`config.mk`:
```
export PLATFORM = sky130hd
export DESIGN_NAME = rtc_i2c_target
export DESIGN_NICKNAME = d
export VERILOG_FILES = /design/src/rtc_i2c_pkg.sv /design/src/rtc_i2c_target.sv
export SDC_FILE = /design/constraint.sdc
export NUM_CORES = 1
export LEC_CHECK = 0
export BUFFER_PORTS_ARGS = -buffer_cell sky130_fd_sc_hd__buf_2
export CAP_MARGIN = 20
export CORE_AREA = 5 5 83 100
export DETAILED_ROUTE_END_ITERATION = 8
export DIE_AREA = 0 0 88 105
export GPL_TIMING_DRIVEN = 0
export PLACE_DENSITY_LB_ADDON = 0.15
export SYNTH_ARGS = -nofsm -noshare
export SYNTH_HDL_FRONTEND = slang
export SYNTH_SLANG_ARGS = --single-unit
```
`constraint.sdc`:
```
create_clock -name sys_clk_in -period 1.8 [get_ports sys_clk_in]
set_input_delay 0 -clock sys_clk_in [delete_from_list [all_inputs] [get_ports sys_clk_in]]
set_output_delay 0 -clock sys_clk_in [all_outputs]
set_load 0.03 [all_outputs]
```
`src/rtc_i2c_pkg.sv`:
```
// Constants and types shared by the two-wire target port of the clock
package rtc_i2c_pkg;

    // ************************************************************
    // Bus addressing and byte layout
    // ************************************************************
    localparam logic [6:0] TARGET_ADDR = 7'h32;   // 0110010
    localparam logic [3:0] PTR_STOP    = 4'hF;
    localparam logic [3:0] FMT_WRITE   = 4'h0;
    localparam logic [3:0] FMT_FAST    = 4'h4;
    localparam logic [7:0] READ_IDLE   = 8'hFF;
    localparam int         PTR_MSB     = 7;
    localparam int         PTR_LSB     = 4;
    localparam int         FMT_MSB     = 3;
    localparam int         FMT_LSB     = 0;
    localparam logic [3:0] BYTE_BITS   = 4'h8;
    localparam logic [3:0] TX_LAST_BIT = 4'h7;

    // ************************************************************
    // Timing
    // ************************************************************
    localparam int CLK_KHZ         = 25000;
    localparam int RELEASE_MS      = 500;
    localparam int RELEASE_CYC_DEF = RELEASE_MS * CLK_KHZ;
    localparam int CARRY_US        = 61;
    localparam int CARRY_CYC       = (CARRY_US * CLK_KHZ) / 1000;

    // ************************************************************
    // Types
    // ************************************************************
    typedef enum logic [2:0] {
        ST_IDLE   = 3'h0,
        ST_RX     = 3'h1,
        ST_RX_ACK = 3'h3,
        ST_TX     = 3'h2,
        ST_TX_ACK = 3'h6,
        ST_WAIT   = 3'h7
    } phase_t;

    typedef struct packed {
        logic [3:0] addr;
        logic [7:0] data;
    } reg_wr_t;

endpackage

```
`src/rtc_i2c_target.sv`:
```
// Two-wire target port of the clock: framing, pointer, carry hold, release
`timescale 1ns/1ps
module rtc_i2c_target #(
    parameter int unsigned RELEASE_CYC = rtc_i2c_pkg::RELEASE_CYC_DEF
) (
    input  wire logic                 sys_clk_in,
    input  wire logic                 rst_in,
    input  wire logic                 scl_in,
    input  wire logic                 sda_in,
    output      logic                 sda_out,
    output      logic                 sda_oe_n_out,
    output      logic [3:0]           reg_addr_out,
    input  wire logic [7:0]           reg_rdata_in,
    output      rtc_i2c_pkg::reg_wr_t reg_wr_out,
    output      logic                 reg_wr_valid_out,
    input  wire logic                 carry_tick_in,
    output      logic                 carry_tick_out,
    output      logic                 carry_hold_out
);
    import rtc_i2c_pkg::*;

    // ************************************************************
    // Elaboration check
    // ************************************************************
    // The timer is 24 bits wide; a count of one would release at once
    if (RELEASE_CYC < 2 || RELEASE_CYC > 32'h00FF_FFFF) begin : g_chk
        $error("RELEASE_CYC out of range");
    end

    localparam logic [23:0] RELEASE_LAST = 24'(RELEASE_CYC - 1);

    // ************************************************************
    // Declarations
    // ************************************************************
    logic        scl_m;
    logic        scl_s;
    logic        scl_d;
    logic        sda_m;
    logic        sda_s;
    logic        sda_d;
    logic        scl_rise;
    logic        scl_fall;
    logic        start;
    logic        stop;
    logic        open;
    logic        released;
    logic [23:0] timer;
    logic        release_now;
    logic        pending;
    logic        hold;
    phase_t      state;
    logic [3:0]  cnt;
    logic [7:0]  shift;
    logic [1:0]  byte_idx;
    logic        is_read;
    logic        fast;
    logic        host_ack;
    logic        sda_low;
    logic [3:0]  ptr;
    reg_wr_t     wr;
    logic        wr_valid;
    logic [7:0]  tx_byte;

    // ************************************************************
    // Pin synchronisers and condition detection
    // ************************************************************
    // Two stages per pin, a third stage only for edge detection
    always_ff @(posedge sys_clk_in) begin
        if (rst_in) begin
            scl_m <= 1'b1;
            scl_s <= 1'b1;
            scl_d <= 1'b1;
            sda_m <= 1'b1;
            sda_s <= 1'b1;
            sda_d <= 1'b1;
        end else begin
            scl_m <= scl_in;
            scl_s <= scl_m;
            scl_d <= scl_s;
            sda_m <= sda_in;
            sda_s <= sda_m;
            sda_d <= sda_s;
        end
    end

    // Edges of SCL; start and stop need SCL high on both samples
    assign scl_rise = scl_s & ~scl_d;
    assign scl_fall = ~scl_s & scl_d;
    assign start    = scl_s & scl_d & sda_d & ~sda_s;
    assign stop     = scl_s & scl_d & ~sda_d & sda_s;

    // ************************************************************
    // Access window and forced release
    // ************************************************************
    // Release fires once, on the last cycle of the window
    assign release_now = open & ~released & (timer == RELEASE_LAST);

    // Timer runs from the first start only; repeated starts leave it
    always_ff @(posedge sys_clk_in) begin
        if (rst_in) begin
            open     <= 1'b0;
            released <= 1'b0;
            timer    <= 24'h00_0000;
        end else if (stop) begin
            open     <= 1'b0;
            released <= 1'b0;
            timer    <= 24'h00_0000;
        end else if (start && !open) begin
            open     <= 1'b1;
            released <= 1'b0;
            timer    <= 24'h00_0000;
        end else if (release_now) begin
            released <= 1'b1;
        end else if (open && !released) begin
            timer    <= timer + 24'h00_0001;
        end
    end

    // ************************************************************
    // Carry hold
    // ************************************************************
    assign hold = open & ~released;

    // Carries seen during an access merge into one; the hold ends after
    // at most RELEASE_MS, half a second, so no second carry can be lost
    always_ff @(posedge sys_clk_in) begin
        if (rst_in) begin
            pending        <= 1'b0;
            carry_tick_out <= 1'b0;
        end else begin
            carry_tick_out <= ~hold & (carry_tick_in | pending);
            pending        <= hold & (carry_tick_in | pending);
        end
    end

    // ************************************************************
    // Byte engine
    // ************************************************************
    // Released access reads as all ones instead of register contents
    assign tx_byte = released ? READ_IDLE : reg_rdata_in;

    // SDA is sampled on SCL rise and driven on SCL fall
    always_ff @(posedge sys_clk_in) begin
        wr_valid <= 1'b0;
        if (rst_in) begin
            state    <= ST_IDLE;
            cnt      <= 4'h0;
            shift    <= 8'h00;
            byte_idx <= 2'h0;
            is_read  <= 1'b0;
            fast     <= 1'b0;
            host_ack <= 1'b0;
            sda_low  <= 1'b0;
            ptr      <= PTR_STOP;
            wr       <= '0;
        end else if (stop || release_now) begin
            state   <= ST_IDLE;
            sda_low <= 1'b0;
            ptr     <= PTR_STOP;
        end else if (start) begin
            state    <= ST_RX;
            cnt      <= 4'h0;
            byte_idx <= 2'h0;
            is_read  <= 1'b0;
            fast     <= 1'b0;
            sda_low  <= 1'b0;
        end else begin
            case (state)
                ST_RX: begin
                    if (scl_rise) begin
                        shift <= {shift[6:0], sda_s};
                        cnt   <= cnt + 4'h1;
                    end else if (scl_fall && cnt == BYTE_BITS) begin
                        cnt   <= 4'h0;
                        state <= ST_RX_ACK;
                        if (byte_idx != 2'h2) begin
                            byte_idx <= byte_idx + 2'h1;
                        end
                        if (byte_idx == 2'h0) begin
                            if (shift[7:1] == TARGET_ADDR) begin
                                sda_low <= 1'b1;
                                is_read <= shift[0];
                            end else begin
                                state <= ST_WAIT;
                            end
                        end else if (byte_idx == 2'h1) begin
                            ptr     <= shift[PTR_MSB:PTR_LSB];
                            fast    <= (shift[FMT_MSB:FMT_LSB] == FMT_FAST);
                            sda_low <= ~released;
                        end else begin
                            sda_low <= ~released;
                            if (!released) begin
                                wr_valid <= 1'b1;
                                wr       <= '{addr: ptr, data: shift};
                                ptr      <= ptr + 4'h1;
                            end
                        end
                    end
                end
                ST_RX_ACK: begin
                    if (scl_fall) begin
                        // Read address and fast format both turn around
                        if (is_read || fast) begin
                            state   <= ST_TX;
                            shift   <= tx_byte;
                            sda_low <= ~tx_byte[7];
                        end else begin
                            state   <= ST_RX;
                            sda_low <= 1'b0;
                        end
                    end
                end
                ST_TX: begin
                    if (scl_fall) begin
                        if (cnt == TX_LAST_BIT) begin
                            state   <= ST_TX_ACK;
                            sda_low <= 1'b0;
                            cnt     <= 4'h0;
                            ptr     <= ptr + 4'h1;
                        end else begin
                            cnt     <= cnt + 4'h1;
                            shift   <= {shift[6:0], 1'b0};
                            sda_low <= ~shift[6];
                        end
                    end
                end
                ST_TX_ACK: begin
                    if (scl_rise) begin
                        host_ack <= ~sda_s;
                    end else if (scl_fall) begin
                        if (host_ack) begin
                            state   <= ST_TX;
                            shift   <= tx_byte;
                            sda_low <= ~tx_byte[7];
                        end else begin
                            state   <= ST_WAIT;
                        end
                    end
                end
                ST_WAIT: begin
                    sda_low <= 1'b0;
                end
                ST_IDLE: begin
                    sda_low <= 1'b0;
                end
                default: begin
                    state   <= ST_IDLE;
                    sda_low <= 1'b0;
                end
            endcase
        end
    end

    // ************************************************************
    // Outputs
    // ************************************************************
    // Open drain: only ever drives low, enable active low
    assign sda_out          = 1'b0;
    assign sda_oe_n_out     = ~sda_low;
    assign reg_addr_out     = ptr;
    assign reg_wr_out       = wr;
    assign reg_wr_valid_out = wr_valid;
    assign carry_hold_out   = hold;
endmodule

```
Word-level counts from Yosys, hierarchy flattened. Index checks and enable logic that the tools add are counted.

Add/sub/neg operators: 4. Multiply operators: 0. Div/mod/pow operators: 0. Magnitude comparators: 0. Equality and inequality tests: 37. Shift operators: 0. Muxes and demuxes: 67. Bitwise operators: 30. Reductions and logical operators: 36.

Operators with widths (number): $mux 8 (9); $mux 4 (12); $reduce_and 8->1 (5); $pmux 8 s4 (1); $mux 3 (10); $ne 2x2->1 const B (14); $ne 3x3->1 const B (9); $mux 1 (25); $add 24x1->24 const B (1); $eq 24x24->1 const B (1); $not 1->1 (18); $pmux 4 s2 (2); $pmux 3 s5 (1); $reduce_bool 2->1 (7); $mux 2 (6); $reduce_and 6->1 (2); $and 1x1->1 (11); $reduce_and 11->1 (1); $add 4x1->4 const B (2); $eq 4x3->1 const B (2); $reduce_and 4->1 (2); $reduce_or 8->1 (1); $eq 7x6->1 const B (1); $eq 3x2->1 const B (2); 20 further kinds (29).

Register bits: 72. Latch bits: 0. Memory bits (writable): 0. Bits in read-only memories: 0. Bits of input ports: 13. Output and inout port bits: 21. Word-level logic and storage cells: 198. Memories: 0.

Depth between registers and ports, before layout. Gate-level depths: netlist (run 1).

Word-level depth: 7. Depth in mapped cells: 8.

Worst setup path before layout (run 1). Ideal clock, no wire load.

Kind: flip-flop to flip-flop. Start point: register timer[0]. End point: register timer[9]. Arrival: 1.616 ns. Data required time: 1.685 ns. Path slack: 0.070 ns. Cell stages (with the launch flop): 8. Buffers on the path: 1. Period minus slack after synthesis: 1.730 ns. Path through: dfxtp_1 ha_1 and4_1 nand4_2 o21ai_1 buf_2 o31a_1 o21a_1.

Longest elaborated chain between the ends: 4. Elaborated cells on any way between the ends: 5.

Ends and longest elaborated chain: from (decl) (line rtc_i2c_target.sv:47) `logic [23:0] timer;`; from (signal assigned) (line rtc_i2c_target.sv:115) `timer <= timer + 24'h00_0001;`; parallel branches: the longest is 4 deep, another holds $add 24x1->24.

Several ways; the timed one is not identified. A chain may end at the register's enable or synchronous reset.

Worst setup path in the final report (run 1).
Start point: register state[2]. End point: register wr, in the netlist reg_wr_out[6].

Longest elaborated chain between the ends: 2.

Ends and longest elaborated chain: from (decl) (line rtc_i2c_target.sv:51) `phase_t state;`; from (signal assigned) (line rtc_i2c_target.sv:146) `state <= ST_IDLE;`; from (signal assigned) (line rtc_i2c_target.sv:157) `state <= ST_IDLE;`; from (signal assigned) (line rtc_i2c_target.sv:161) `state <= ST_RX;`; $eq 3x1->1 (line rtc_i2c_target.sv:168) `case (state)`; $reduce_and 8->1 (no source line); to (signal assigned) (line rtc_i2c_target.sv:194) `wr <= '{addr: ptr, data: shift};`; to (decl) (line rtc_i2c_target.sv:60) `reg_wr_t wr;`.

Every way passes these cells.

==> impl_metrics.toml, run 1 <==
[status]
status = "complete, but fails checks"
violations = "negative setup slack"

[die]
ios = 34
die_w_um = 88
coreArea_um2 = 7190
rows = 34
die_y_um = 105
die-area_um2 = 9240
start_util_pct = 52.6

[synthesis]
synth.most_common_cell = "dfxtp_1"
netlist.top_cell.by_area = "dfxtp_1"
netlist_area_um2 = 3780
synthArstFlopShare_pct = 0
synth_flop_cell = "dfxtp_1"
ys_types = 68
synth_fp_nets = 470
yosys-top-cells-count = "dfxtp_1 (72), a21oi_1 (43), nor2_1 (31), nand2_1 (30), nand3_1 (25)"
avgSynthCellArea_um2 = 8.40
synth_edf_count = 0
yosys.area.top_type_share_pct = 38.1
yosys_warnings = 0
synth-seq-cells = 72
syn_inst = 450
synth_area_leaders = "dfxtp_1 (38%), a21oi_1 (5.7%), nand3_1 (3.3%)"
seq_area_frac_synth_pct = 38.1

[global_route]
antenna_found_initial = 0
grt_max_degree = 14
grt_overflow = 0
grt_usage_pct = 23.7
grt_first_pass_wirelength_mm = 17.6
grt_pass1_vias = 3701

[routing]
wl_met2_mm = 6.11
firstDrtPassIters = 5
ant_nets = 0
wl_per_cell_um = 18.9
wl_met1_mm = 4.55
dr_total_vias = 3875
routed_wl_mm = 11.7
wl_met3_um = 643
drtIter0Drc = 315
vias_per_cell = 6.29
drc = 0
highest_layer = "met4"

[pwr]
p_comb_share_pct = 31.4
ir_worst_vdd_v = 0.000784
report.power.total_mw = 4.59
powerDensity_nw_per_um2 = 892
intPower_mw = 3.07
leakagePower_nw = 1.89
seqPwrFrac_pct = 36.8
sw_frac_of_total_pct = 33.1
switchingPower_mw = 1.52
pwr-share-clk_pct = 31.8

[clock_network]
clk_latency_ps = 360
cts_buffers = 9
cts_tree = "yes"
root_buffer = "clkbuf_8"
htree_levels = 3
cts.sinks = 72
clkTransAtPathRegs_ps = 90
clockBufferDepth = 2

[timing]
hold_ws_ps = 80.6
slew_violations = 0
finalHoldViolCount = 0
finalSetupTns_ps = -753
slew_headroom_pct = 59.5
finClkSkew_ps = 15.1
rsz0062_at_grt = "true"
period_minus_slack_ps = 1910
setup_viol = 23
layout_setup_ws_ps = -113
worst_slew_pin_slew_ps = 608
fmax_ghz = 0.523
period_share_pct = 106

[final_layout]
multiInputGateArea_um2 = 2650
antenna_cells = 0
finalInstanceArea_um2 = 5150
fillCellCount = 530
fin_nets = 541
seqCellArea_um2 = 1460
syn_to_final_growth_pct = 36.3
drive_above_1_share_pct = 36.1

[min_path]
hp-class = "input port to register"

[setup_path]
cp.arrival_ps = 2200
cp-start-kind = "register"
crit_type = "register to register"
setup.worst_path.end_class = "register"
cp_max_fo = 6
crit_required_ps = 2090

[placed_design]
portBuffers = 31
dp_hpwl_mm = 7.21
placed_area_um2 = 4050
gp_congestion = 0.905

[job]
maxCapViolCount = 0
[cells in the final DEF, fill, tap and decap left out, drive strengths merged, types with 7 or more instances in the layout]
master / instances
a311o: 7
xor2: 11
nand2: 31
a21oi: 43
nand4: 16
nor3b: 7
nor2: 34
buf: 69
dfxtp: 72
clkbuf: 27
inv: 13
ha: 7
mux2i: 9
o21ai: 33
or3: 10
nand3: 25
[metrics by stage]
stage / util [%] / worst slack, ps / instances
6_report: 71.7 / -113 / 616
4_1_cts: 64.4 / -37.5 / 600
2_1_floorplan: - / 69.8 / 450
3_3_place_gp: 56.3 / -328 / 571
3_5_place_dp: 56.3 / -319 / 571
5_1_grt: 71.7 / -164 / 616
[sequential cells by signal, indices dropped and copies added, names as in the netlist, 2 cells and up]
| register | cells |
|---|---|
| byte_idx | 2 |
| reg_wr_out | 12 |
| state | 3 |
| cnt | 4 |
| reg_addr_out | 4 |
| timer | 24 |
| shift | 8 |
[layout make-up]
class                           instances  share of cell area (%)
Timing Repair Buffer                   62                    8.81
Multi-Input combinational cell        338                    51.3
Clock inverter                          6                    1.75
Inverter                               11                   0.850
Tap cell                               90                    2.19
Clock buffer                           10                    2.48
Buffer                                 27                    4.20
Sequential cell                        72                    28.4
[path summary, 6_finish.rpt]
| path | slack (ps) | endpoint | startpoint | cells after the start |
|---|---|---|---|---|
| hold reg to reg | 410 | scl_s | scl_m | 1 |
| setup / recovery | -110 | reg_wr_out[6] | state[2] | 7 |
| setup reg to reg | -110 | reg_wr_out[6] | state[2] | 7 |
| hold / removal | 80 | shift[2] | reg_rdata_in[2] | 4 |
[cell families after synthesis]
logic type	share of synthesized area, %
flops	38.1
buf+inv	4.70
other cells	0.0992
mux	2.38
xor+xnor	3.24
fa+ha+maj	2.32
simple gates	27.4
compound gates	21.7
[what timing repair did]
| item | in CTS | in global routing |
|---|---|---|
| setup endpoints to repair | 63 | 63 |
| setup buffers | 12 | 14 |
| resized for setup | 69 | 82 |
| cloned | 0 | 3 |
| hold buffers | 3 | 0 |
| hold endpoints to repair | 4 | 0 |
| pin swaps | 14 | 33 |
[metal layers]
metal	track usage (%)	vias to the layer above
met5	0	-
met4	12.2	0
met3	4.72	44
met2	40.6	160
met1	27.3	1855
li1	-	1816
[critical path, stage by stage, from the launching register on]
cell and delay, ps:
dfxtp_2 320, buf_6 130, or3b_4 420, nor4_4 320, and2_4 260, clkbuf_16 160, nand3_2 70, a21oi_1 170
[power by group through the flow]
stage               Sequential (mW)  Clock [mW]  Combinational, mW
floorplan                      1.71           0              0.753
global placement               1.71           0              0.967
detailed placement             1.72           0              0.965
CTS                            1.68        1.46               1.09
global route                   1.70        1.53               1.53
finish                         1.69        1.46               1.44
No activity file was read; power rests on OpenSTA's default activity.
==> run 2, diff against run 1 <==
--- a/config.mk
+++ b/config.mk
@@ -11,7 +11,7 @@
 export DETAILED_ROUTE_END_ITERATION = 8
 export DIE_AREA = 0 0 88 105
 export GPL_TIMING_DRIVEN = 0
-export PLACE_DENSITY_LB_ADDON = 0.15
+export PLACE_DENSITY = 0.8
 export SYNTH_ARGS = -nofsm -noshare
 export SYNTH_HDL_FRONTEND = slang
 export SYNTH_SLANG_ARGS = --single-unit
==> impl_metrics.toml, run 2 (same netlist as run 1, synthesis figures left out) <==
[routing]
firstDrtPassIters = 5
vias_per_cell = 6.49
drc = 0
wl_per_cell_um = 19.8
drtIter0Drc = 517
ant_nets = 0
dr_total_vias = 3967
routed_wl_mm = 12.1

[clock_network]
cts_buffers = 9
clockBufferDepth = 2
cts_tree = "yes"
clkTransAtPathRegs_ps = 90
htree_levels = 3
clk_latency_ps = 360
cts.sinks = 72
root_buffer = "clkbuf_8"

[pwr]
switchingPower_mw = 1.51
powerDensity_nw_per_um2 = 933
ir_worst_vdd_v = 0.000851
sw_frac_of_total_pct = 31.5
p_comb_share_pct = 29.5
leakagePower_nw = 1.89
report.power.total_mw = 4.78
intPower_mw = 3.28
seqPwrFrac_pct = 35.3
pwr-share-clk_pct = 35.3

[final_layout]
drive_above_1_share_pct = 35.9
final_common_cell = "dfxtp_1"
layout_common_cells = "dfxtp_1 (60), a21oi_1 (32), buf_2 (32), nor2_1 (31), nand2_1 (29)"
fin_nets = 537
top_register = "timer"
multiInputGateArea_um2 = 2630
fin_util_pct = 71.4
fillCellCount = 495
fin_cells = 611
syn_to_final_growth_pct = 35.7
largest_reg_flops = 24
seqCellArea_um2 = 1470
finalInstanceArea_um2 = 5130
antenna_cells = 0

[setup_path]
setup.worst_path.end_class = "register"
crit_required_ps = 2050
cp.arrival_ps = 2180
cp-start-kind = "register"
crit_type = "register to register"
cp_max_fo = 10

[placed_design]
portBuffers = 31
post-place-ws_ps = -330
gp_congestion = 0.920
dp_hpwl_mm = 6.92
placed_area_um2 = 4050
dp_cells = 571

[timing]
fmax_ghz = 0.520
setup_viol = 21
hold_ws_ps = 99.9
period_share_pct = 107
rsz0062_at_grt = "true"
period_minus_slack_ps = 1920
slew_headroom_pct = 60.5
layout_setup_ws_ps = -122
finClkSkew_ps = 14.8
finalSetupTns_ps = -588
worst_slew_pin_slew_ps = 592
finalHoldViolCount = 0
slew_violations = 0

[status]
status = "complete, but fails checks"
violations = "negative setup slack"

[job]
maxCapViolCount = 0

[global_route]
grt_max_degree = 13
grt_overflow = 0
grt_usage_pct = 22.9
antenna_found_initial = 0
grt_pass1_vias = 3639
grt_first_pass_wirelength_mm = 17.0

[die]
start_util_pct = 52.6
die_w_um = 88
rows = 34
die-area_um2 = 9240
coreArea_um2 = 7190
die_y_um = 105
ios = 34

[min_path]
hp-class = "input port to register"
[run 2: cell count changes in the layout (fill, tap and decap cells not counted), moves of 2 or more]
cell	change
buf_4	-6
or3_1	-2
nor4_1	+2
clkbuf_2	+2
inv_6	-2
clkbuf_4	-2
bufinv_16	+2
o21ai_0	-3
or3_4	+2
o21ai_1	+2
nand3_2	-2
nor4_2	-2
[run 2: worst paths after layout]
| path | slack, ps | from | cells past startpoint | to |
|---|---|---|---|---|
| max | -120 | state[2] | 8 | shift[0] |
| min | 100 | reg_rdata_in[2] | 4 | shift[2] |
| min reg2reg | 410 | sda_m | 1 | sda_s |
| max reg2reg | -120 | state[2] | 8 | shift[0] |
[run 2: power groups by stage]
stage	clock [mW]	sequential, mW	combinational, mW
global route	1.76	1.69	1.49
detailed placement	0	1.71	0.972
floorplan	0	1.71	0.753
finish	1.69	1.69	1.41
CTS	1.69	1.68	1.06
global placement	0	1.71	0.950
[run 2: repair_timing]
action                                  CTS  global route
pin swaps                                12            32
endpoints found under the hold margin     4             0
setup buffers                             8            14
endpoints found under the setup margin   63            63
gates resized for setup                  48           104
gates cloned                              0             2
hold buffers                              3             0
[run 2: layout make-up]
| class | instances | share of cell area [%] |
|---|---|---|
| clock inverter | 6 | 2.59 |
| buffer | 27 | 4.00 |
| multi-input combinational | 338 | 51.2 |
| inverter | 11 | 0.854 |
| clock buffer | 9 | 2.41 |
| tap | 90 | 2.20 |
| timing repair buffer | 58 | 8.17 |
| sequential | 72 | 28.6 |
[run 2: per-layer routing]
metal  GRT usage [%]  part of all wire, %
met1            27.3                   38
met4            12.4                  4.8
met3            5.20                  5.8
met2            37.4                   51
met5               0                    0
[run 2: critical path: stages (launching register included)]
cell	delay [ps]
dfxtp_1	320
buf_6	140
clkbuf_2	190
nor3b_1	180
o21ai_1	210
o311a_1	320
buf_6	150
a21oi_4	60
a311oi_2	240
==> run 3, diff against run 2 <==
--- a/config.mk
+++ b/config.mk
@@ -10,8 +10,7 @@
 export CORE_AREA = 5 5 83 100
 export DETAILED_ROUTE_END_ITERATION = 8
 export DIE_AREA = 0 0 88 105
-export GPL_TIMING_DRIVEN = 0
-export PLACE_DENSITY = 0.8
+export PLACE_DENSITY = 0.86
 export SYNTH_ARGS = -nofsm -noshare
 export SYNTH_HDL_FRONTEND = slang
 export SYNTH_SLANG_ARGS = --single-unit
==> impl_metrics.toml, run 3 (same netlist as run 1, synthesis figures left out) <==
[status]
status = "complete, but fails checks"
violations = "negative setup slack"

[pwr]
leakagePower_nw = 1.94
powerDensity_nw_per_um2 = 920
ir_worst_vdd_v = 0.000762
report.power.total_mw = 4.65

[die]
die-area_um2 = 9240
die_y_um = 105
start_util_pct = 52.6
die_w_um = 88
coreArea_um2 = 7190
rows = 34
ios = 34

[timing]
finalSetupTns_ps = -672
finClkSkew_ps = 11.0
period_minus_slack_ps = 1890
rsz0062_at_grt = "true"
layout_setup_ws_ps = -89.7
period_share_pct = 105
slew_violations = 0
fmax_ghz = 0.529
finalHoldViolCount = 0
hold_ws_ps = 68.2
setup_viol = 23

[clock_network]
clockBufferDepth = 2
root_buffer = "clkbuf_8"
clkTransAtPathRegs_ps = 80
cts_tree = "yes"
cts.sinks = 72
clk_latency_ps = 360
htree_levels = 3
cts_buffers = 9

[final_layout]
syn_to_final_growth_pct = 33.8
final_common_cell = "buf_4"
seqCellArea_um2 = 1450
layout_common_cells = "buf_4 (65), dfxtp_1 (64), a21oi_1 (38), buf_2 (32), nor2_1 (31)"
fin_nets = 560
top_register = "timer"
fin_cells = 635
drive_above_1_share_pct = 35.4
largest_reg_flops = 24
finalInstanceArea_um2 = 5060
multiInputGateArea_um2 = 2430
antenna_cells = 0
fin_util_pct = 70.3
fillCellCount = 509

[global_route]
grt_usage_pct = 22.8
grt_overflow = 0
grt_pass1_vias = 3744
grt_first_pass_wirelength_mm = 17.1
grt_max_degree = 21
antenna_found_initial = 0

[setup_path]
crit_type = "register to register"
r2r_setup_slack_ps = -90
slowest_delay_ps = 340
crit_required_ps = 2080
cp_slowest_cell = "dfxtp_2"
cp.arrival_ps = 2170
cp-start-kind = "register"
setup.worst_path.end_class = "register"
crit_path_cell_trace = "inv_2 -> ha_1 -> nand4b_1 -> buf_4 -> nor4_4 -> and2_2 -> nand3_1 -> a21oi_1"
cp_max_fo = 6

[routing]
drtIter0Drc = 449
wl_per_cell_um = 19.1
vias_per_cell = 6.52
firstDrtPassIters = 8
drc = 0
routed_wl_mm = 12.1
ant_nets = 0
dr_total_vias = 4143

[placed_design]
dp_cells = 606
dp_hpwl_mm = 7.45
placed_area_um2 = 4410
portBuffers = 32
gp_congestion = 0.958
post-place-ws_ps = -68.2

[job]
maxCapViolCount = 0

[min_path]
hp-class = "input port to register"
## run 3: changes by cell type in the layout (fill, tap and decap cells not counted), sizes merged
cell / previous run / this run
buf: 65 / 104
clkbuf: 26 / 9
and2: 4 / 5
bufinv: 4 / 3
clkinvlp: 1 / 2
inv: 11 / 12
## run 3: power by group
part           switching, mW  leakage (nW)  internal (mW)  total, mW
registers             0.0631         0.584           1.65       1.72
logic                  0.796          1.24          0.576       1.37
clock network          0.644         0.116          0.922       1.57
## run 3: worst paths after layout
path	from	cells after the start	endpoint
hold / removal	rst_in	3	cnt[1]
hold reg to reg	scl_m	1	scl_s
setup reg to reg	cnt[0]	8	reg_wr_out[4]
setup / recovery	cnt[0]	8	reg_wr_out[4]
## run 3: timing repair
item	in CTS	in global routing
setup buffers	2	6
resized for setup	14	60
hold endpoints to repair	4	0
pin swaps	4	19
cloned	0	2
hold buffers	3	0
endpoints found under the setup margin	37	61
## run 3: area by class of cell
cell class	count	area share, %
Timing Repair Buffer	107	15.4
Multi-Input combinational cell	339	48.1
Sequential cell	72	28.7
Tap cell	90	2.23
Clock inverter	7	2.35
Clock buffer	9	2.45
Inverter	11	0.816
## run 3: worst max-delay path: cells and delay by family, from the launching register on
kind | cells | cell delay, ps
AND/OR/NAND/NOR | 4 | 850
adder cells (fa/ha/maj) | 1 | 150
buffers and inverters | 2 | 280
flip-flops | 1 | 340
AO/OA/AOI/OAI | 1 | 200
## run 3: layer usage
metal / vias up / GRT usage [%] / wire [µm]
met3: 83 / 5.43 / 906
met4: 0 / 11.4 / 687
met5: - / 0 / 0
li1: 1842 / - / -
met2: 248 / 39.2 / 6170
met1: 1970 / 25.7 / 4350
